File: config.mk
export PLATFORM = sky130hd
export DESIGN_NAME = swif_top
export DESIGN_NICKNAME = d
export VERILOG_FILES = /design/src/rtl/swif_pkg.sv /design/src/rtl/swif_top.sv
export SDC_FILE = /design/constraint.sdc
export NUM_CORES = 1
export LEC_CHECK = 0
export BUFFER_PORTS_ARGS = -buffer_cell sky130_fd_sc_hd__buf_2
export CAP_MARGIN = 20
export CORE_ASPECT_RATIO = 1.1
export CORE_MARGIN = 5
export CORE_UTILIZATION = 53
export CTS_BUF_LIST = sky130_fd_sc_hd__clkbuf_2 sky130_fd_sc_hd__clkbuf_4 sky130_fd_sc_hd__clkbuf_8
export CTS_CLUSTER_DIAMETER = 200
export CTS_CLUSTER_SIZE = 40
export DETAILED_ROUTE_END_ITERATION = 6
export PLACE_DENSITY = 0.87
export SLEW_MARGIN = 5
export SYNTH_ARGS = -nofsm -noshare
export SYNTH_HDL_FRONTEND = slang
export SYNTH_SLANG_ARGS = --single-unit
File: constraint.sdc
create_clock -name CLK -period 3.4 [get_ports CLK]
set_input_delay 0 -clock CLK [delete_from_list [all_inputs] [get_ports CLK]]
set_output_delay 0 -clock CLK [all_outputs]
set_load 0.02 [all_outputs]
File: src/rtl/swif_pkg.sv
// shared constants and types of the sleep and wake flag block
package swif_pkg;
	// ********************************************************
	// register map, word aligned byte offsets
	// ********************************************************
	localparam logic [7:0] OFS_FLAGS1    = 8'h00;
	localparam logic [7:0] OFS_FLAGS2    = 8'h04;
	localparam logic [7:0] OFS_FLAGS3    = 8'h08;
	localparam logic [7:0] OFS_ENABLE1   = 8'h0c;
	localparam logic [7:0] OFS_ENABLE2   = 8'h10;
	localparam logic [7:0] OFS_ENABLE3   = 8'h14;
	localparam logic [7:0] OFS_GLOBAL    = 8'h18;
	localparam logic [7:0] OFS_STATUS    = 8'h1c;
	localparam logic [7:0] OFS_REGULATOR = 8'h20;
	// ********************************************************
	// field positions and reset values
	// ********************************************************
	localparam int BIT_T1_GATE   = 7;
	localparam int BIT_ADC_DONE  = 6;
	localparam int BIT_T2_MATCH  = 1;
	localparam int BIT_T1_OVF    = 0;
	localparam int BIT_NUM_OSC   = 2;
	localparam int BIT_CELL2     = 1;
	localparam int BIT_CELL1     = 0;
	localparam int BIT_GIE       = 7;
	localparam int BIT_PERIPH_IRQ_ENABLE      = 6;
	localparam int BIT_TIME_OUT  = 4;
	localparam int BIT_PWR_DOWN  = 3;
	localparam int BIT_VREG_PM   = 1;
	localparam int BIT_VREG_RSVD = 0;
	localparam logic [7:0] FLAGS_RESET = 8'h00;
	localparam logic       STATUS_RESET = 1'b1;
	// ********************************************************
	// regulator settle time on wake from low power sleep
	// ********************************************************
	localparam int SETTLE_NS     = 64;
	localparam int CLK_PERIOD_NS = 4;
	localparam int SETTLE_CYCLES = (SETTLE_NS + CLK_PERIOD_NS - 1) / CLK_PERIOD_NS;
	localparam int CNT_W         = 8;
	// ********************************************************
	// types
	// ********************************************************
	typedef enum logic [1:0] {
		MODE_AWAKE  = 2'b00,
		MODE_ASLEEP = 2'b01,
		MODE_WAKING = 2'b10
	} swif_mode_t;
	typedef struct packed {
		logic timer1_gate_flag;
		logic adc_done_flag;
		logic timer2_match_flag;
		logic timer1_overflow_flag;
		logic num_osc_flag;
		logic logic_cell2_flag;
		logic logic_cell1_flag;
	} swif_evt_t;
	typedef struct packed {
		logic        cyc;
		logic        stb;
		logic        we;
		logic [3:0]  sel;
		logic [7:0]  adr;
		logic [31:0] dat;
	} swif_wb_req_t;
endpackage : swif_pkg

File: src/rtl/swif_top.sv
// sleep sequencer with peripheral request flags behind a wishbone slave
// Contract
// RQ1 - request flags set on their event regardless of any enable
// RQ2 - flags one: gate bit7, adc bit6, timer2 bit1, overflow bit0, rest zero
// RQ3 - flags two: oscillator flag bit2 only, other bits read zero
// RQ4 - flags three: cell2 bit1, cell1 bit0, bits 7 to 2 read zero
// RQ5 - software clears stale flags before enabling their interrupt
// RQ6 - sleep is entered only on the sleep instruction
// RQ7 - sleep entry clears power down status and sets time out status
// RQ8 - sleep entry clears the watchdog, which may keep counting
// RQ9 - cpu clock stops in sleep, low frequency oscillator keeps running
// RQ10 - timer1 keeps running in sleep on slow oscillator or external pin
// RQ11 - adc keeps running in sleep on its dedicated oscillator
// RQ12 - ports hold their drive state through sleep
// RQ13 - non watchdog resets act normally during sleep
// RQ14 - pin, brownout, power on resets reset; other wakes resume execution
// RQ15 - sleep instruction prefetches the following instruction
// RQ16 - interrupt wakes only when enabled, regardless of global enable
// RQ17 - after wake the next instruction runs before the vector
// RQ18 - watchdog cleared on every wake from sleep
// RQ19 - enabled flag already set makes sleep a no operation
// RQ20 - flag set during or after sleep: full entry then immediate wake
// RQ21 - software tests power down status to detect a skipped sleep
// RQ22 - regulator mode bit puts regulator in low power while asleep
// RQ23 - regulator mode is bit1, bit0 reserved and reads one
// RQ24 - peripheral enable gates any peripheral flag interrupt
// RQ25 - wake request is or of each flag and its enable
//
// Local design decisions: the register offsets and the Wishbone register port.
module swif_top
	import swif_pkg::*;
#(
	parameter int SETTLE_CNT = SETTLE_CYCLES
)(
	input  wire logic        CLK,            // system clock
	input  wire logic        RST,            // sync reset, high
	input  wire logic        WB_CYC,         // bus cycle
	input  wire logic        WB_STB,         // bus strobe
	input  wire logic        WB_WE,          // write enable
	input  wire logic [3:0]  WB_SEL,         // byte enables
	input  wire logic [7:0]  WB_ADR,         // byte address
	input  wire logic [31:0] WB_DAT_I,       // write data
	output logic      [31:0] WB_DAT_O,       // read data
	output logic             WB_ACK,         // bus acknowledge
	input  swif_evt_t        EVT,            // peripheral event pulses
	input  wire logic        SLEEP_EXEC,     // sleep instruction executing
	input  wire logic        INSTR_RETIRE,   // one instruction completed
	input  wire logic        EXT_IRQ_WAKE,   // external interrupt pending
	input  wire logic        WDT_TIMEOUT,    // watchdog expired
	input  wire logic        WDT_SLEEP_RUN,  // watchdog enabled in sleep
	input  wire logic        PIN_RESET_REQ,  // external reset pin
	input  wire logic        BROWNOUT_REQ,   // brownout reset
	input  wire logic        POWERON_REQ,    // power on reset
	input  wire logic [1:0]  T1_CLK_SEL,     // 0 sys, 1 slow osc, 2 ext pin
	input  wire logic        ADC_OSC_SEL,    // adc on dedicated osc
	output logic             CPU_CLK_EN,     // cpu clock gate
	output logic             LF_OSC_EN,      // slow oscillator enable
	output logic             T1_CLK_EN,      // timer1 clock gate
	output logic             ADC_CLK_EN,     // adc clock gate
	output logic             PORT_HOLD,      // freeze port drivers
	output logic             REG_LOW_POWER,  // regulator low power
	output logic             WDT_CLEAR,      // watchdog clear pulse
	output logic             WDT_RUN,        // watchdog allowed to count
	output logic             PREFETCH,       // fetch next address pulse
	output logic             RESUME,         // continue execution pulse
	output logic             CORE_RESET,     // device reset pulse
	output logic             IRQ_REQ,        // vector request to core
	output logic             ASLEEP          // in sleep
);
	// ********************************************************
	// state and elaboration check
	// ********************************************************
	typedef struct packed {
		swif_mode_t        mode;
		swif_evt_t         flags;
		swif_evt_t         enables;
		logic              global_irq_enable;
		logic              periph_irq_enable;
		logic              pd;
		logic              to;
		logic              regulator_power_mode_select;
		logic              ack;
		logic [31:0]       dat;
		logic              cpu_clk_en;
		logic              t1_clk_en;
		logic              adc_clk_en;
		logic              port_hold;
		logic              reg_low_power;
		logic              wdt_clear;
		logic              wdt_run;
		logic              prefetch;
		logic              resume;
		logic              core_reset;
		logic              irq_req;
		logic              irq_defer;
		logic              asleep;
		logic [CNT_W-1:0]  cnt;
	} swif_state_t;

	localparam swif_state_t STATE_RESET = '{
		mode: MODE_AWAKE, flags: swif_evt_t'(FLAGS_RESET[6:0]),
		enables: swif_evt_t'(FLAGS_RESET[6:0]), global_irq_enable: 1'b0, periph_irq_enable: 1'b0,
		pd: STATUS_RESET, to: STATUS_RESET, regulator_power_mode_select: 1'b0, ack: 1'b0,
		dat: 32'h0000_0000, cpu_clk_en: 1'b1, t1_clk_en: 1'b1,
		adc_clk_en: 1'b1, port_hold: 1'b0, reg_low_power: 1'b0,
		wdt_clear: 1'b0, wdt_run: 1'b1, prefetch: 1'b0, resume: 1'b0,
		core_reset: 1'b0, irq_req: 1'b0, irq_defer: 1'b0, asleep: 1'b0, cnt: '0};

	// refuse a settle count the counter cannot hold
	if (SETTLE_CNT < 1 || SETTLE_CNT >= (1 << CNT_W))
	begin : g_bad_settle
		$error("SETTLE_CNT out of range");
	end

	swif_state_t state_reg;
	swif_state_t state_next;

	// ********************************************************
	// decoding helpers
	// ********************************************************
	// byte image of one of the three flag or enable registers
	function automatic logic [7:0] to_byte(input swif_evt_t v, input logic [1:0] idx);
		logic [7:0] b;
		b = 8'h00;
		// RQ2 flags one layout
		if (idx == 2'd0)
		begin
			b[BIT_T1_GATE]  = v.timer1_gate_flag;
			b[BIT_ADC_DONE] = v.adc_done_flag;
			b[BIT_T2_MATCH] = v.timer2_match_flag;
			b[BIT_T1_OVF]   = v.timer1_overflow_flag;
		end
		// RQ3 flags two layout
		else if (idx == 2'd1)
			b[BIT_NUM_OSC] = v.num_osc_flag;
		// RQ4 flags three layout
		else if (idx == 2'd2)
		begin
			b[BIT_CELL2] = v.logic_cell2_flag;
			b[BIT_CELL1] = v.logic_cell1_flag;
		end
		return b;
	endfunction : to_byte

	// replace the bits of one register inside the packed group
	function automatic swif_evt_t from_byte(input swif_evt_t v, input logic [1:0] idx,
		input logic [7:0] b);
		swif_evt_t r;
		r = v;
		if (idx == 2'd0)
		begin
			r.timer1_gate_flag     = b[BIT_T1_GATE];
			r.adc_done_flag        = b[BIT_ADC_DONE];
			r.timer2_match_flag    = b[BIT_T2_MATCH];
			r.timer1_overflow_flag = b[BIT_T1_OVF];
		end
		else if (idx == 2'd1)
			r.num_osc_flag = b[BIT_NUM_OSC];
		else if (idx == 2'd2)
		begin
			r.logic_cell2_flag = b[BIT_CELL2];
			r.logic_cell1_flag = b[BIT_CELL1];
		end
		return r;
	endfunction : from_byte

	// ********************************************************
	// combinational terms
	// ********************************************************
	logic        bus_req;
	logic        bus_wr;
	logic        any_reset;
	logic        periph_pend;
	logic        wake_req;
	logic        t1_sleep_ok;
	logic [7:0]  rd_byte;
	logic [1:0]  grp;
	logic        is_flag;
	logic        is_enab;

	assign bus_req   = WB_CYC & WB_STB;
	// write lands on the edge where the master sees ack
	assign bus_wr    = bus_req & WB_WE & state_reg.ack & WB_SEL[0];
	assign any_reset = PIN_RESET_REQ | BROWNOUT_REQ | POWERON_REQ;
	// RQ25 or of flag and enable
	assign periph_pend = |(state_reg.flags & state_reg.enables);
	// RQ16 wake ignores global enable
	assign wake_req    = periph_pend | EXT_IRQ_WAKE;
	// RQ10 timer1 sources that live through sleep
	assign t1_sleep_ok = (T1_CLK_SEL == 2'd1) | (T1_CLK_SEL == 2'd2);

	// address decode for the flag and enable groups
	always_comb
	begin
		is_flag = (WB_ADR == OFS_FLAGS1) | (WB_ADR == OFS_FLAGS2) | (WB_ADR == OFS_FLAGS3);
		is_enab = (WB_ADR == OFS_ENABLE1) | (WB_ADR == OFS_ENABLE2) | (WB_ADR == OFS_ENABLE3);
		grp     = 2'd3;
		if (WB_ADR == OFS_FLAGS1 || WB_ADR == OFS_ENABLE1)
			grp = 2'd0;
		else if (WB_ADR == OFS_FLAGS2 || WB_ADR == OFS_ENABLE2)
			grp = 2'd1;
		else if (WB_ADR == OFS_FLAGS3 || WB_ADR == OFS_ENABLE3)
			grp = 2'd2;
	end

	// read mux, unmapped reads zero
	always_comb
	begin
		rd_byte = 8'h00;
		if (is_flag)
			rd_byte = to_byte(state_reg.flags, grp);
		else if (is_enab)
			rd_byte = to_byte(state_reg.enables, grp);
		else if (WB_ADR == OFS_GLOBAL)
		begin
			rd_byte[BIT_GIE]  = state_reg.global_irq_enable;
			rd_byte[BIT_PERIPH_IRQ_ENABLE] = state_reg.periph_irq_enable;
		end
		else if (WB_ADR == OFS_STATUS)
		begin
			rd_byte[BIT_TIME_OUT] = state_reg.to;
			rd_byte[BIT_PWR_DOWN] = state_reg.pd;
		end
		// RQ23 reserved bit reads one
		else if (WB_ADR == OFS_REGULATOR)
		begin
			rd_byte[BIT_VREG_PM]   = state_reg.regulator_power_mode_select;
			rd_byte[BIT_VREG_RSVD] = 1'b1;
		end
	end

	// ********************************************************
	// next state
	// ********************************************************
	always_comb
	begin
		state_next            = state_reg;
		state_next.wdt_clear  = 1'b0;
		state_next.prefetch   = 1'b0;
		state_next.resume     = 1'b0;
		state_next.core_reset = 1'b0;

		// bus slave: ack one cycle after request, drop after one
		state_next.ack = bus_req & ~state_reg.ack;
		if (bus_req & ~state_reg.ack)
			state_next.dat = {24'h000000, rd_byte};
		if (bus_wr)
		begin
			if (is_flag)
				state_next.flags = from_byte(state_reg.flags, grp, WB_DAT_I[7:0]);
			else if (is_enab)
				state_next.enables = from_byte(state_reg.enables, grp, WB_DAT_I[7:0]);
			else if (WB_ADR == OFS_GLOBAL)
			begin
				state_next.global_irq_enable  = WB_DAT_I[BIT_GIE];
				state_next.periph_irq_enable = WB_DAT_I[BIT_PERIPH_IRQ_ENABLE];
			end
			else if (WB_ADR == OFS_REGULATOR)
				state_next.regulator_power_mode_select = WB_DAT_I[BIT_VREG_PM];
		end
		// RQ1 event sets flag, set beats clear
		state_next.flags = swif_evt_t'(state_next.flags | EVT);

		case (state_reg.mode)
			MODE_AWAKE:
			begin
				// RQ6 only the instruction starts sleep
				if (SLEEP_EXEC)
				begin
					// RQ15 prefetch the next address
					state_next.prefetch = 1'b1;
					// RQ19 pending wake turns sleep into nothing
					if (!wake_req)
					begin
						// RQ7 status on entry
						state_next.pd = 1'b0;
						state_next.to = 1'b1;
						// RQ8 clear watchdog on entry
						state_next.wdt_clear = 1'b1;
						state_next.wdt_run   = WDT_SLEEP_RUN;
						// RQ9 stop cpu clock
						state_next.cpu_clk_en = 1'b0;
						// RQ12 hold ports
						state_next.port_hold = 1'b1;
						// RQ10 timer1 gate in sleep
						state_next.t1_clk_en = t1_sleep_ok;
						// RQ11 adc gate in sleep
						state_next.adc_clk_en = ADC_OSC_SEL;
						// RQ22 regulator low power while asleep
						state_next.reg_low_power = state_reg.regulator_power_mode_select;
						state_next.mode = MODE_ASLEEP;
					end
				end
			end
			MODE_ASLEEP:
			begin
				state_next.t1_clk_en  = t1_sleep_ok;
				state_next.adc_clk_en = ADC_OSC_SEL;
				// RQ20 flag after entry wakes at once
				if (wake_req || (WDT_TIMEOUT && state_reg.wdt_run))
				begin
					// RQ18 clear watchdog on wake
					state_next.wdt_clear     = 1'b1;
					state_next.wdt_run       = 1'b1;
					state_next.reg_low_power = 1'b0;
					if (!wake_req)
						state_next.to = 1'b0;
					state_next.cnt  = state_reg.reg_low_power ?
						CNT_W'(SETTLE_CNT) : CNT_W'(1);
					state_next.mode = MODE_WAKING;
				end
			end
			MODE_WAKING:
			begin
				state_next.cnt = state_reg.cnt - CNT_W'(1);
				if (state_reg.cnt == CNT_W'(1))
				begin
					// RQ14 interrupt or watchdog wake resumes
					state_next.resume     = 1'b1;
					state_next.cpu_clk_en = 1'b1;
					state_next.port_hold  = 1'b0;
					state_next.t1_clk_en  = 1'b1;
					state_next.adc_clk_en = 1'b1;
					state_next.irq_defer  = 1'b1;
					state_next.mode       = MODE_AWAKE;
				end
			end
			default:
				state_next.mode = MODE_AWAKE;
		endcase

		// RQ17 one instruction runs before vectoring
		if (state_reg.irq_defer && INSTR_RETIRE)
			state_next.irq_defer = 1'b0;
		// RQ24 peripheral enable gates vectoring
		state_next.irq_req = (state_next.mode == MODE_AWAKE) & ~state_next.irq_defer &
			state_reg.global_irq_enable & (EXT_IRQ_WAKE | (state_reg.periph_irq_enable & periph_pend));
		// sleep indication registered together with the mode
		state_next.asleep = (state_next.mode != MODE_AWAKE);

		// RQ14 reset sources reset the device
		// RQ13 same path asleep or awake
		if (any_reset)
		begin
			state_next            = STATE_RESET;
			state_next.core_reset = 1'b1;
			state_next.wdt_clear  = 1'b1;
		end
	end

	// state register
	always_ff @(posedge CLK)
	begin
		if (RST)
			state_reg <= STATE_RESET;
		else
			state_reg <= state_next;
	end

	// outputs straight from the state register, except LF_OSC_EN which is tied high
	assign WB_DAT_O      = state_reg.dat;
	assign WB_ACK        = state_reg.ack;
	assign CPU_CLK_EN    = state_reg.cpu_clk_en;
	assign LF_OSC_EN     = 1'b1;  // RQ9 slow oscillator never stopped
	assign T1_CLK_EN     = state_reg.t1_clk_en;
	assign ADC_CLK_EN    = state_reg.adc_clk_en;
	assign PORT_HOLD     = state_reg.port_hold;
	assign REG_LOW_POWER = state_reg.reg_low_power;
	assign WDT_CLEAR     = state_reg.wdt_clear;
	assign WDT_RUN       = state_reg.wdt_run;
	assign PREFETCH      = state_reg.prefetch;
	assign RESUME        = state_reg.resume;
	assign CORE_RESET    = state_reg.core_reset;
	assign IRQ_REQ       = state_reg.irq_req;
	assign ASLEEP        = state_reg.asleep;

	// ********************************************************
	// assertions
	// ********************************************************
	property p_evt_sets;  // RQ1
		@(posedge CLK) disable iff (RST)
		(EVT.adc_done_flag && !any_reset) |=> state_reg.flags.adc_done_flag;
	endproperty
	a_evt_sets: assert property (p_evt_sets) else $error("event lost");
	property p_sleep_only_instr;  // RQ6
		@(posedge CLK) disable iff (RST)
		(state_reg.mode == MODE_AWAKE && !SLEEP_EXEC) |=> state_reg.mode == MODE_AWAKE;
	endproperty
	a_sleep_only_instr: assert property (p_sleep_only_instr) else $error("sleep w/o instr");
	property p_entry_status;  // RQ7
		@(posedge CLK) disable iff (RST)
		$rose(state_reg.mode == MODE_ASLEEP) |-> (!state_reg.pd && state_reg.to &&
			state_reg.wdt_clear && !state_reg.cpu_clk_en);
	endproperty
	a_entry_status: assert property (p_entry_status) else $error("bad sleep entry");
	property p_nop_sleep;  // RQ19
		@(posedge CLK) disable iff (RST)
		(state_reg.mode == MODE_AWAKE && SLEEP_EXEC && wake_req && !any_reset) |=>
			(state_reg.mode == MODE_AWAKE && !state_reg.wdt_clear &&
			state_reg.pd == $past(state_reg.pd));
	endproperty
	a_nop_sleep: assert property (p_nop_sleep) else $error("sleep not skipped");
	property p_prefetch;  // RQ15
		@(posedge CLK) disable iff (RST)
		(state_reg.mode == MODE_AWAKE && SLEEP_EXEC && !any_reset) |=> PREFETCH;
	endproperty
	a_prefetch: assert property (p_prefetch) else $error("no prefetch");
	property p_wake_fast;  // RQ20
		@(posedge CLK) disable iff (RST)
		(state_reg.mode == MODE_ASLEEP && wake_req && !any_reset && !state_reg.reg_low_power)
			|=> WDT_CLEAR ##1 (RESUME && CPU_CLK_EN && !PORT_HOLD);
	endproperty
	a_wake_fast: assert property (p_wake_fast) else $error("slow wake");
	property p_asleep_holds;  // RQ12
		@(posedge CLK) disable iff (RST)
		(state_reg.mode == MODE_ASLEEP) |-> (PORT_HOLD && !CPU_CLK_EN && LF_OSC_EN);
	endproperty
	a_asleep_holds: assert property (p_asleep_holds) else $error("sleep outputs wrong");
	property p_reset_acts;  // RQ13
		@(posedge CLK) disable iff (RST)
		any_reset |=> (CORE_RESET && state_reg.mode == MODE_AWAKE && CPU_CLK_EN);
	endproperty
	a_reset_acts: assert property (p_reset_acts) else $error("reset ignored");
	property p_defer_vector;  // RQ17
		@(posedge CLK) disable iff (RST)
		RESUME |-> !IRQ_REQ;
	endproperty
	a_defer_vector: assert property (p_defer_vector) else $error("vector too early");
	property p_vreg;  // RQ22
		@(posedge CLK) disable iff (RST)
		$rose(state_reg.mode == MODE_ASLEEP) |-> REG_LOW_POWER == state_reg.regulator_power_mode_select;
	endproperty
	a_vreg: assert property (p_vreg) else $error("regulator mode wrong");
endmodule : swif_top

==> results.md, run 1 <==
- The worst pin sits at a relative slew slack of 0.579.
- The number of max-capacitance violations reported is 0.
- The portion of the post-synthesis area used by sequential elements is 0.375.
- The clock tree root buffer cell is clkbuf_8.
- The kind of start point of the critical path is a register.
- The worst setup path is captured at a register.
- The first global-routing pass estimated between 10 and 15 mm of wire.
- In this run the worst path has a maximum fanout of 6.
- In this run the horizontal extent of the chip is 77.7 µm.
- The post-synthesis instance area is approximately 2700 µm².
- The routed layout has about 2400 vias.
- The insertion delay to the later sink of the worst-skew pair is 300 ps.
- The overall routed net length is 6.26 mm.
- The setup path with the least slack is of type register to register.
- The total power density per cell area is 344 nW/µm².
- The area of the multi-input gates is 1420 µm².
- The detailed router finished its first iteration with 160 violations.
- Counting the fill cells in the layout gives 435.
- Synthesis inferred 50 register bits.
- The sink count of the clock tree is 50.
- Counting flops with an async set or reset pin after synthesis yields a share of 0.
- For this run, the top clock speed supported by timing is 454 MHz.
- The number of nets with antenna violations after detailed routing is 0.
- The final hold slack is 2.38 ps.
- In this run, synthesis inferred 0 flip-flops with an integrated enable.
- The standby leakage power is 1.34 nW.
- For this run, the leading register cell type out of synthesis is dfxtp_1.
- The worst-case IR drop observed on VDD is 0.243 mV.
- The die footprint is 6560 µm².
- The pin count of the biggest net entering global routing is 41.
- In the final layout, the share of cells above drive strength 1 is 0.194.
- The maximum root-to-sink buffer count is 2.
- The pin slew with the least headroom to its limit is 626 ps.
- The routability-driven placement congestion ratio is a little over 0.9.
- The antenna diode count is 0.
- Relative to the synthesized area, the layout overhead comes to 17.8%.
- The number of hold-slack violations in the final timing report is 0.
- The die is approximately 84 µm tall.
- The number of buffers created by CTS is 5.
- Once layout is complete, the utilization of the core stands at 0.637.
- The number of distinct standard cells referenced by the synthesized netlist is 47.
- Between clock sinks in the finished design, the worst skew comes to 3.52 ps.
- The number of cells produced by synthesis is 319.
- TritonCTS built the clock tree.
- Setup repair after global routing left no endpoint under its margin.
- In the finished design, the share of the clock period the worst path needs comes to 0.649.
- The average footprint of a synthesized cell is between 8 and 9 µm².
- The number of antenna violations at the first check in global routing came to 0.
- For this run, the number of Yosys warnings is 0.
- The worst hold-check path type is primary input to register.
- The number of levels the H-tree was split into is 2.
- Dividing the detail-routed wire length by the instance count gives 14.1 µm.
- The final layout contains 459 nets.
- The minimum clock period is about 2200 ps.
- After clock tree synthesis, the clock-pin slew on the worst setup and hold paths is ~90 ps.
- Using the TritonRoute via totals, the vias-per-cell ratio works out to ~5.3.
- The flip-flop count of the largest register, all copies and words added is 30.
- The number of global-route vias before repair came to 2324.
- The I/O pin total is between 100 and 150.
- The detailed-placement wirelength estimate is 4.74 mm.
- The total count of max-transition violations in the final report was 0.
- The accumulated negative setup slack is 0 ps.
- Input and output buffers added on the ports amount to 56.
- The completed layout was analyzed and its total power is 1.08 mW.
- The data arrival at the endpoint of the critical path is 2440 ps.
- The core footprint is 4930 µm².
- The total number of placement rows is 27.
- The required time of the critical path is 3640 ps.
- The run finished with clean final reports.
- The starting density of the core is 0.541.
- Setup violations remaining at the end of the flow were counted as 0.
- For this run, design rule violations remaining after detail routing come to 0.
- The number of detailed-routing iterations run before antenna repair is 5.
- The overall fraction of global-route tracks in use is 0.196.
- Registers take 1000 µm².
- The overflow left after global routing is 0.
-- placed cells by master (no fill, tap or decap), drive strengths merged, types with 2 or more instances in the layout --
cell type,n
o32a,2
and2,5
nor3b,2
mux2i,19
inv,16
a221oi,2
o21ai,12
conb,26
buf,57
o31ai,2
nand4,4
a2bb2oi,3
a21oi,20
clkbuf,7
xor2,6
dfxtp,50
a22o,2
dlygate4sd3,21
nand2b,3
ha,6
o22ai,3
nand2,24
nor4b,2
nor2b,5
a211o,2
nor3,13
nand3b,4
nor2,38
or3,3
a31oi,2
nand3,7
or2,4
a22oi,3
-- routing by layer --
metal	track usage	up-vias	wire [µm]
li1	-	1182	-
met1	0.215	1072	2310
met2	0.361	92	3350
met3	0.0461	14	473
met4	0.0688	0	125
met5	0	-	0
-- synth_stat cells, types with 3 or more instances --
master | n | share of area
a21oi_1 | 20 | 0.037
a22oi_1 | 3 | 0.0084
a2bb2oi_1 | 3 | 0.0098
and2_1 | 5 | 0.012
buf_4 | 33 | 0.093
clkbuf_1 | 8 | 0.011
dfxtp_1 | 50 | 0.37
ha_1 | 6 | 0.028
inv_1 | 16 | 0.022
mux2i_1 | 19 | 0.071
nand2_1 | 24 | 0.034
nand2b_1 | 3 | 0.0070
nand3_1 | 7 | 0.013
nand3b_1 | 4 | 0.011
nand4_1 | 4 | 0.0094
nor2_1 | 38 | 0.053
nor2b_1 | 5 | 0.012
nor3_1 | 12 | 0.022
o21ai_0 | 12 | 0.022
o22ai_1 | 3 | 0.0070
or2_2 | 4 | 0.0094
xor2_1 | 6 | 0.020
-- metrics by stage --
stage          worst slack (ps)  cell area [µm²]  instances
2_1_floorplan              1640             2760        343
5_1_grt                     984             3140        445
3_5_place_dp               1240             2840        416
3_3_place_gp               1310             2840        416
4_1_cts                    1220             3140        445
6_report                   1190             3140        445
-- cell type report --
type                       count  area share
clock buffer                   7      0.0287
clock inverter                 1     0.00159
inverter                      16      0.0191
multi-input combinational    235       0.451
sequential                    50       0.318
tap                           58      0.0231
timing repair buffer          78       0.158
-- cells by family after synthesis --
| kind of cell | Yosys count | share of synthesized area |
|---|---|---|
| xor+xnor | 6 | 0.0197 |
| compound gates | 60 | 0.147 |
| fa+ha+maj | 6 | 0.0281 |
| other cells | 2 | 0.00281 |
| mux | 20 | 0.0754 |
| buf+inv | 58 | 0.128 |
| simple gates | 117 | 0.224 |
| flops | 50 | 0.375 |
-- repair_timing --
| item | in CTS | in global routing |
|---|---|---|
| gates resized for setup | 0 | 0 |
| hold buffers | 21 | 0 |
| endpoints found under the hold margin | 19 | 0 |
| setup buffers | 0 | 0 |
-- final timing paths --
path	startpoint	slack [ps]	cells past startpoint	endpoint
max	state_reg[68]	1190	6	REG_LOW_POWER
min	WB_DAT_I[7]	2	3	state_reg[58]
max reg2reg	state_reg[68]	1190	6	REG_LOW_POWER
min reg2reg	WB_DAT_O[4]	450	2	WB_DAT_O[4]
-- power by group --
group | switching (mW) | internal, mW | total (mW) | leakage (nW)
Combinational | 0.0805 | 0.0501 | 0.131 | 0.882
Clock | 0.186 | 0.172 | 0.358 | 0.0517
Sequential | 0.00263 | 0.590 | 0.592 | 0.404
Total | 0.269 | 0.812 | 1.08 | 1.34
-- critical path, cell delays in order (launching register included) --
cell and delay, ps:
dfxtp_1 330, a22oi_1 240, nand2_1 190, o31ai_1 540
o221ai_1 340, or2_2 360, a21oi_1 130
Note: power is estimated with default switching activity, not from simulation.
==> run 2: changes to the inputs <==
Settings changed: CORE_UTILIZATION 53 to 45, PLACE_DENSITY 0.87 to 0.79.
Clock period 3.4 ns to 1.97 ns, I/O delays scaled along.
==> results.md, run 2 (synthesis gave the netlist of run 1 again) <==
- The run finished with clean final reports.
- The clock tree root buffer cell is clkbuf_8.
- The required time of the critical path is 2160 ps (-1480 ps).
- The I/O pin total is 113 (unchanged).
- The overall fraction of global-route tracks in use is 0.172 (-0.0235).
- The number of buffers inserted by port buffering is 56 (unchanged).
- The core footprint came to 5770 µm² (+17%).
- The minimum setup slack in the final design is 89.8 ps (-1110 ps).
- The number of DRC markers after the initial detailed-route iteration is 98 (-39%).
- The area growth from synthesis to layout is 25.3%.
- The vias per cell is 5.09 (-4.1%).
- The overall power after layout is 2.13 mW (+97%).
- The count of filler cells inserted in the layout is 513 (+18%).
- The detailed-placement wirelength estimate was 4.91 mm (+3.7%).
- The global-route wire length before repair is 10.9 mm (+3.5%).
- The number of buffers created by CTS is 5 (unchanged).
- The overflow left after global routing is 0 (unchanged).
- The number of nets in the layout came to 471 (+2.6%).
- The standby leakage power is 1.43 nW (+6.7%).
- Derived from the worst setup path, the maximum achievable clock frequency is between 500 and 600 MHz.
- The peak supply drop is 0.443 mV (+82%).
- Leaving out fill and tap cells, the most frequent cell in the layout is buf_2.
- The number of hold-slack violations in the final timing report is 0 (unchanged).
- The number of global-route vias before repair is 2418 (+4.0%).
- In this run the worst hold path is classified as primary input to register.
- The sink count of the clock tree is 50 (unchanged).
- In the finished design, the share of the clock period the worst path needs comes to 0.954.
- The antenna diode count is 0 (unchanged).
- The worst setup slack after placement came to 78.4 ps (-1160 ps).
- The total count of max-transition violations in the final report is 0 (unchanged).
- The minimum clock period is 1880 ps.
- The maximum root-to-sink buffer count is 2 (unchanged).
- The remaining max-slew budget at the tightest pin came to 0.638 (+0.0588).
- The residual DRC count is 0 (unchanged).
- The CTS tree is yes.
- The critical-path maximum fanout is 5 (-1).
- The die footprint came to 7580 µm² (+16%).
- The final instance area is 3340 µm² (+6.4%).
- The insertion delay to the later sink of the worst-skew pair came to 300 ps (about the same).
- The fraction of final layout cells sized beyond drive strength 1 was 0.238 (+0.0443).
- The final design utilization came to 0.580 (-0.0578).
- The total number of placement rows is 29 (+7.4%).
- The number of detailed-routing iterations run before antenna repair came to 4 (-1).
- The die height was 90.8 µm (+7.5%).
- The total power density per cell area was 636 nW/µm² (+85%).
- The routed via count is 2421 (+2.6%).
- The flip-flop count of the largest register, all copies and words added was 30 (unchanged).
- The type of the worst setup path is primary input to register.
- The number of nets with antenna violations after detailed routing is 0 (unchanged).
- In the layout the commonest cells are buf_2, dfxtp_1, nor2_1, conb_1, nand2_1.
- The routability-driven placement congestion ratio is 0.970 (+5.1%).
- The final routed wire length divided by cell count came to 13.6 µm (-3.5%).
- The standard cell area after detailed placement was 2950 µm² (+4.0%).
- The count of final setup violators was 0 (unchanged).
- The overall routed net length came to 6.46 mm (+3.2%).
- The horizontal die dimension is 83.4 µm (+7.4%).
- The number of max-capacitance violations reported was 0 (unchanged).
- The setup skew after layout is 5.27 ps (+1.75 ps).
- The clock-pin slew on the worst setup and hold paths came to 90 ps (about the same).
- The starting density of the core is 0.463 (-0.0785).
- The kind of start point of the critical path is a primary input.
- The pin count of the biggest net entering global routing was 28 (-32%).
- The pin slew with the least headroom to its limit came to 537 ps (-89.0 ps).
- The number of antenna violations at the first check in global routing is 0 (unchanged).
- The area of the multi-input gates is 1460 µm² (+2.6%).
- The combined flip-flop and latch cell area is 1000 µm² (+0.12%).
- The data arrival at the endpoint of the critical path is 2070 ps (-370 ps).
- The post-CTS setup buffer count was 0 (unchanged).
- The worst setup path is captured at a register.
- The number of levels the H-tree was split into is 2 (unchanged).
## run 2: cell count changes in the layout (fill, tap and decap cells not counted), sizes merged
cell    delta
buf       +12
bufinv     +2
clkinv     -1
clkbuf     -1
## run 2: final cells by class
cell class              count  share of cell area
repair buffers             90               0.176
inverters                  16              0.0180
clock inverters             2              0.0180
well taps                  77              0.0288
clock buffers               6              0.0247
flip-flops and latches     50               0.300
multi-input cells         235               0.435
## run 2: path summary, 6_finish.rpt
path	from	end	slack (ps)	cells past startpoint
max	WB_ADR[1]	state_reg[68]	90	8
min reg2reg	WB_DAT_O[3]	WB_DAT_O[3]	450	2
min	WB_DAT_I[1]	state_reg[54]	40	3
max reg2reg	state_reg[68]	WDT_RUN	110	6
## run 2: through the flow
stage | TNS [ps] | std cells | hold WS [ps]
global route | -1.71 | 476 | 31.3
global placement | 0 | 447 | 202
floorplan | 0 | 343 | 69.4
CTS | 0 | 476 | 2.88
detailed placement | 0 | 447 | 207
finish | 0 | 476 | 36.9
## run 2: critical path: stages
cell,delay [ps]
buf_2,90
or4_4,570
or3_4,390
nor2_4,120
nand3b_1,100
mux2i_1,160
a21oi_1,80
dlygate4sd3_1,560
## run 2: per-layer routing
layer | vias to the layer above | wire length [µm] | global-route usage
met5 | - | 0 | 0
met3 | 14 | 402 | 0.0438
met1 | 1128 | 2510 | 0.187
li1 | 1205 | - | -
met2 | 74 | 3430 | 0.324
met4 | 0 | 126 | 0.0563
## run 2: repair_timing
item / CTS / global route
hold buffers: 21 / 0
endpoints found under the hold margin: 21 / 0
endpoints found under the setup margin: 0 / 11
gates resized for setup: 0 / 11
## run 2: report_power, final
group / total (mW) / switching [mW] / internal, mW
Sequential: 1.02 / 0.00434 / 1.02
Combinational: 0.234 / 0.141 / 0.0936
Clock: 0.871 / 0.330 / 0.541
Total: 2.13 / 0.475 / 1.65
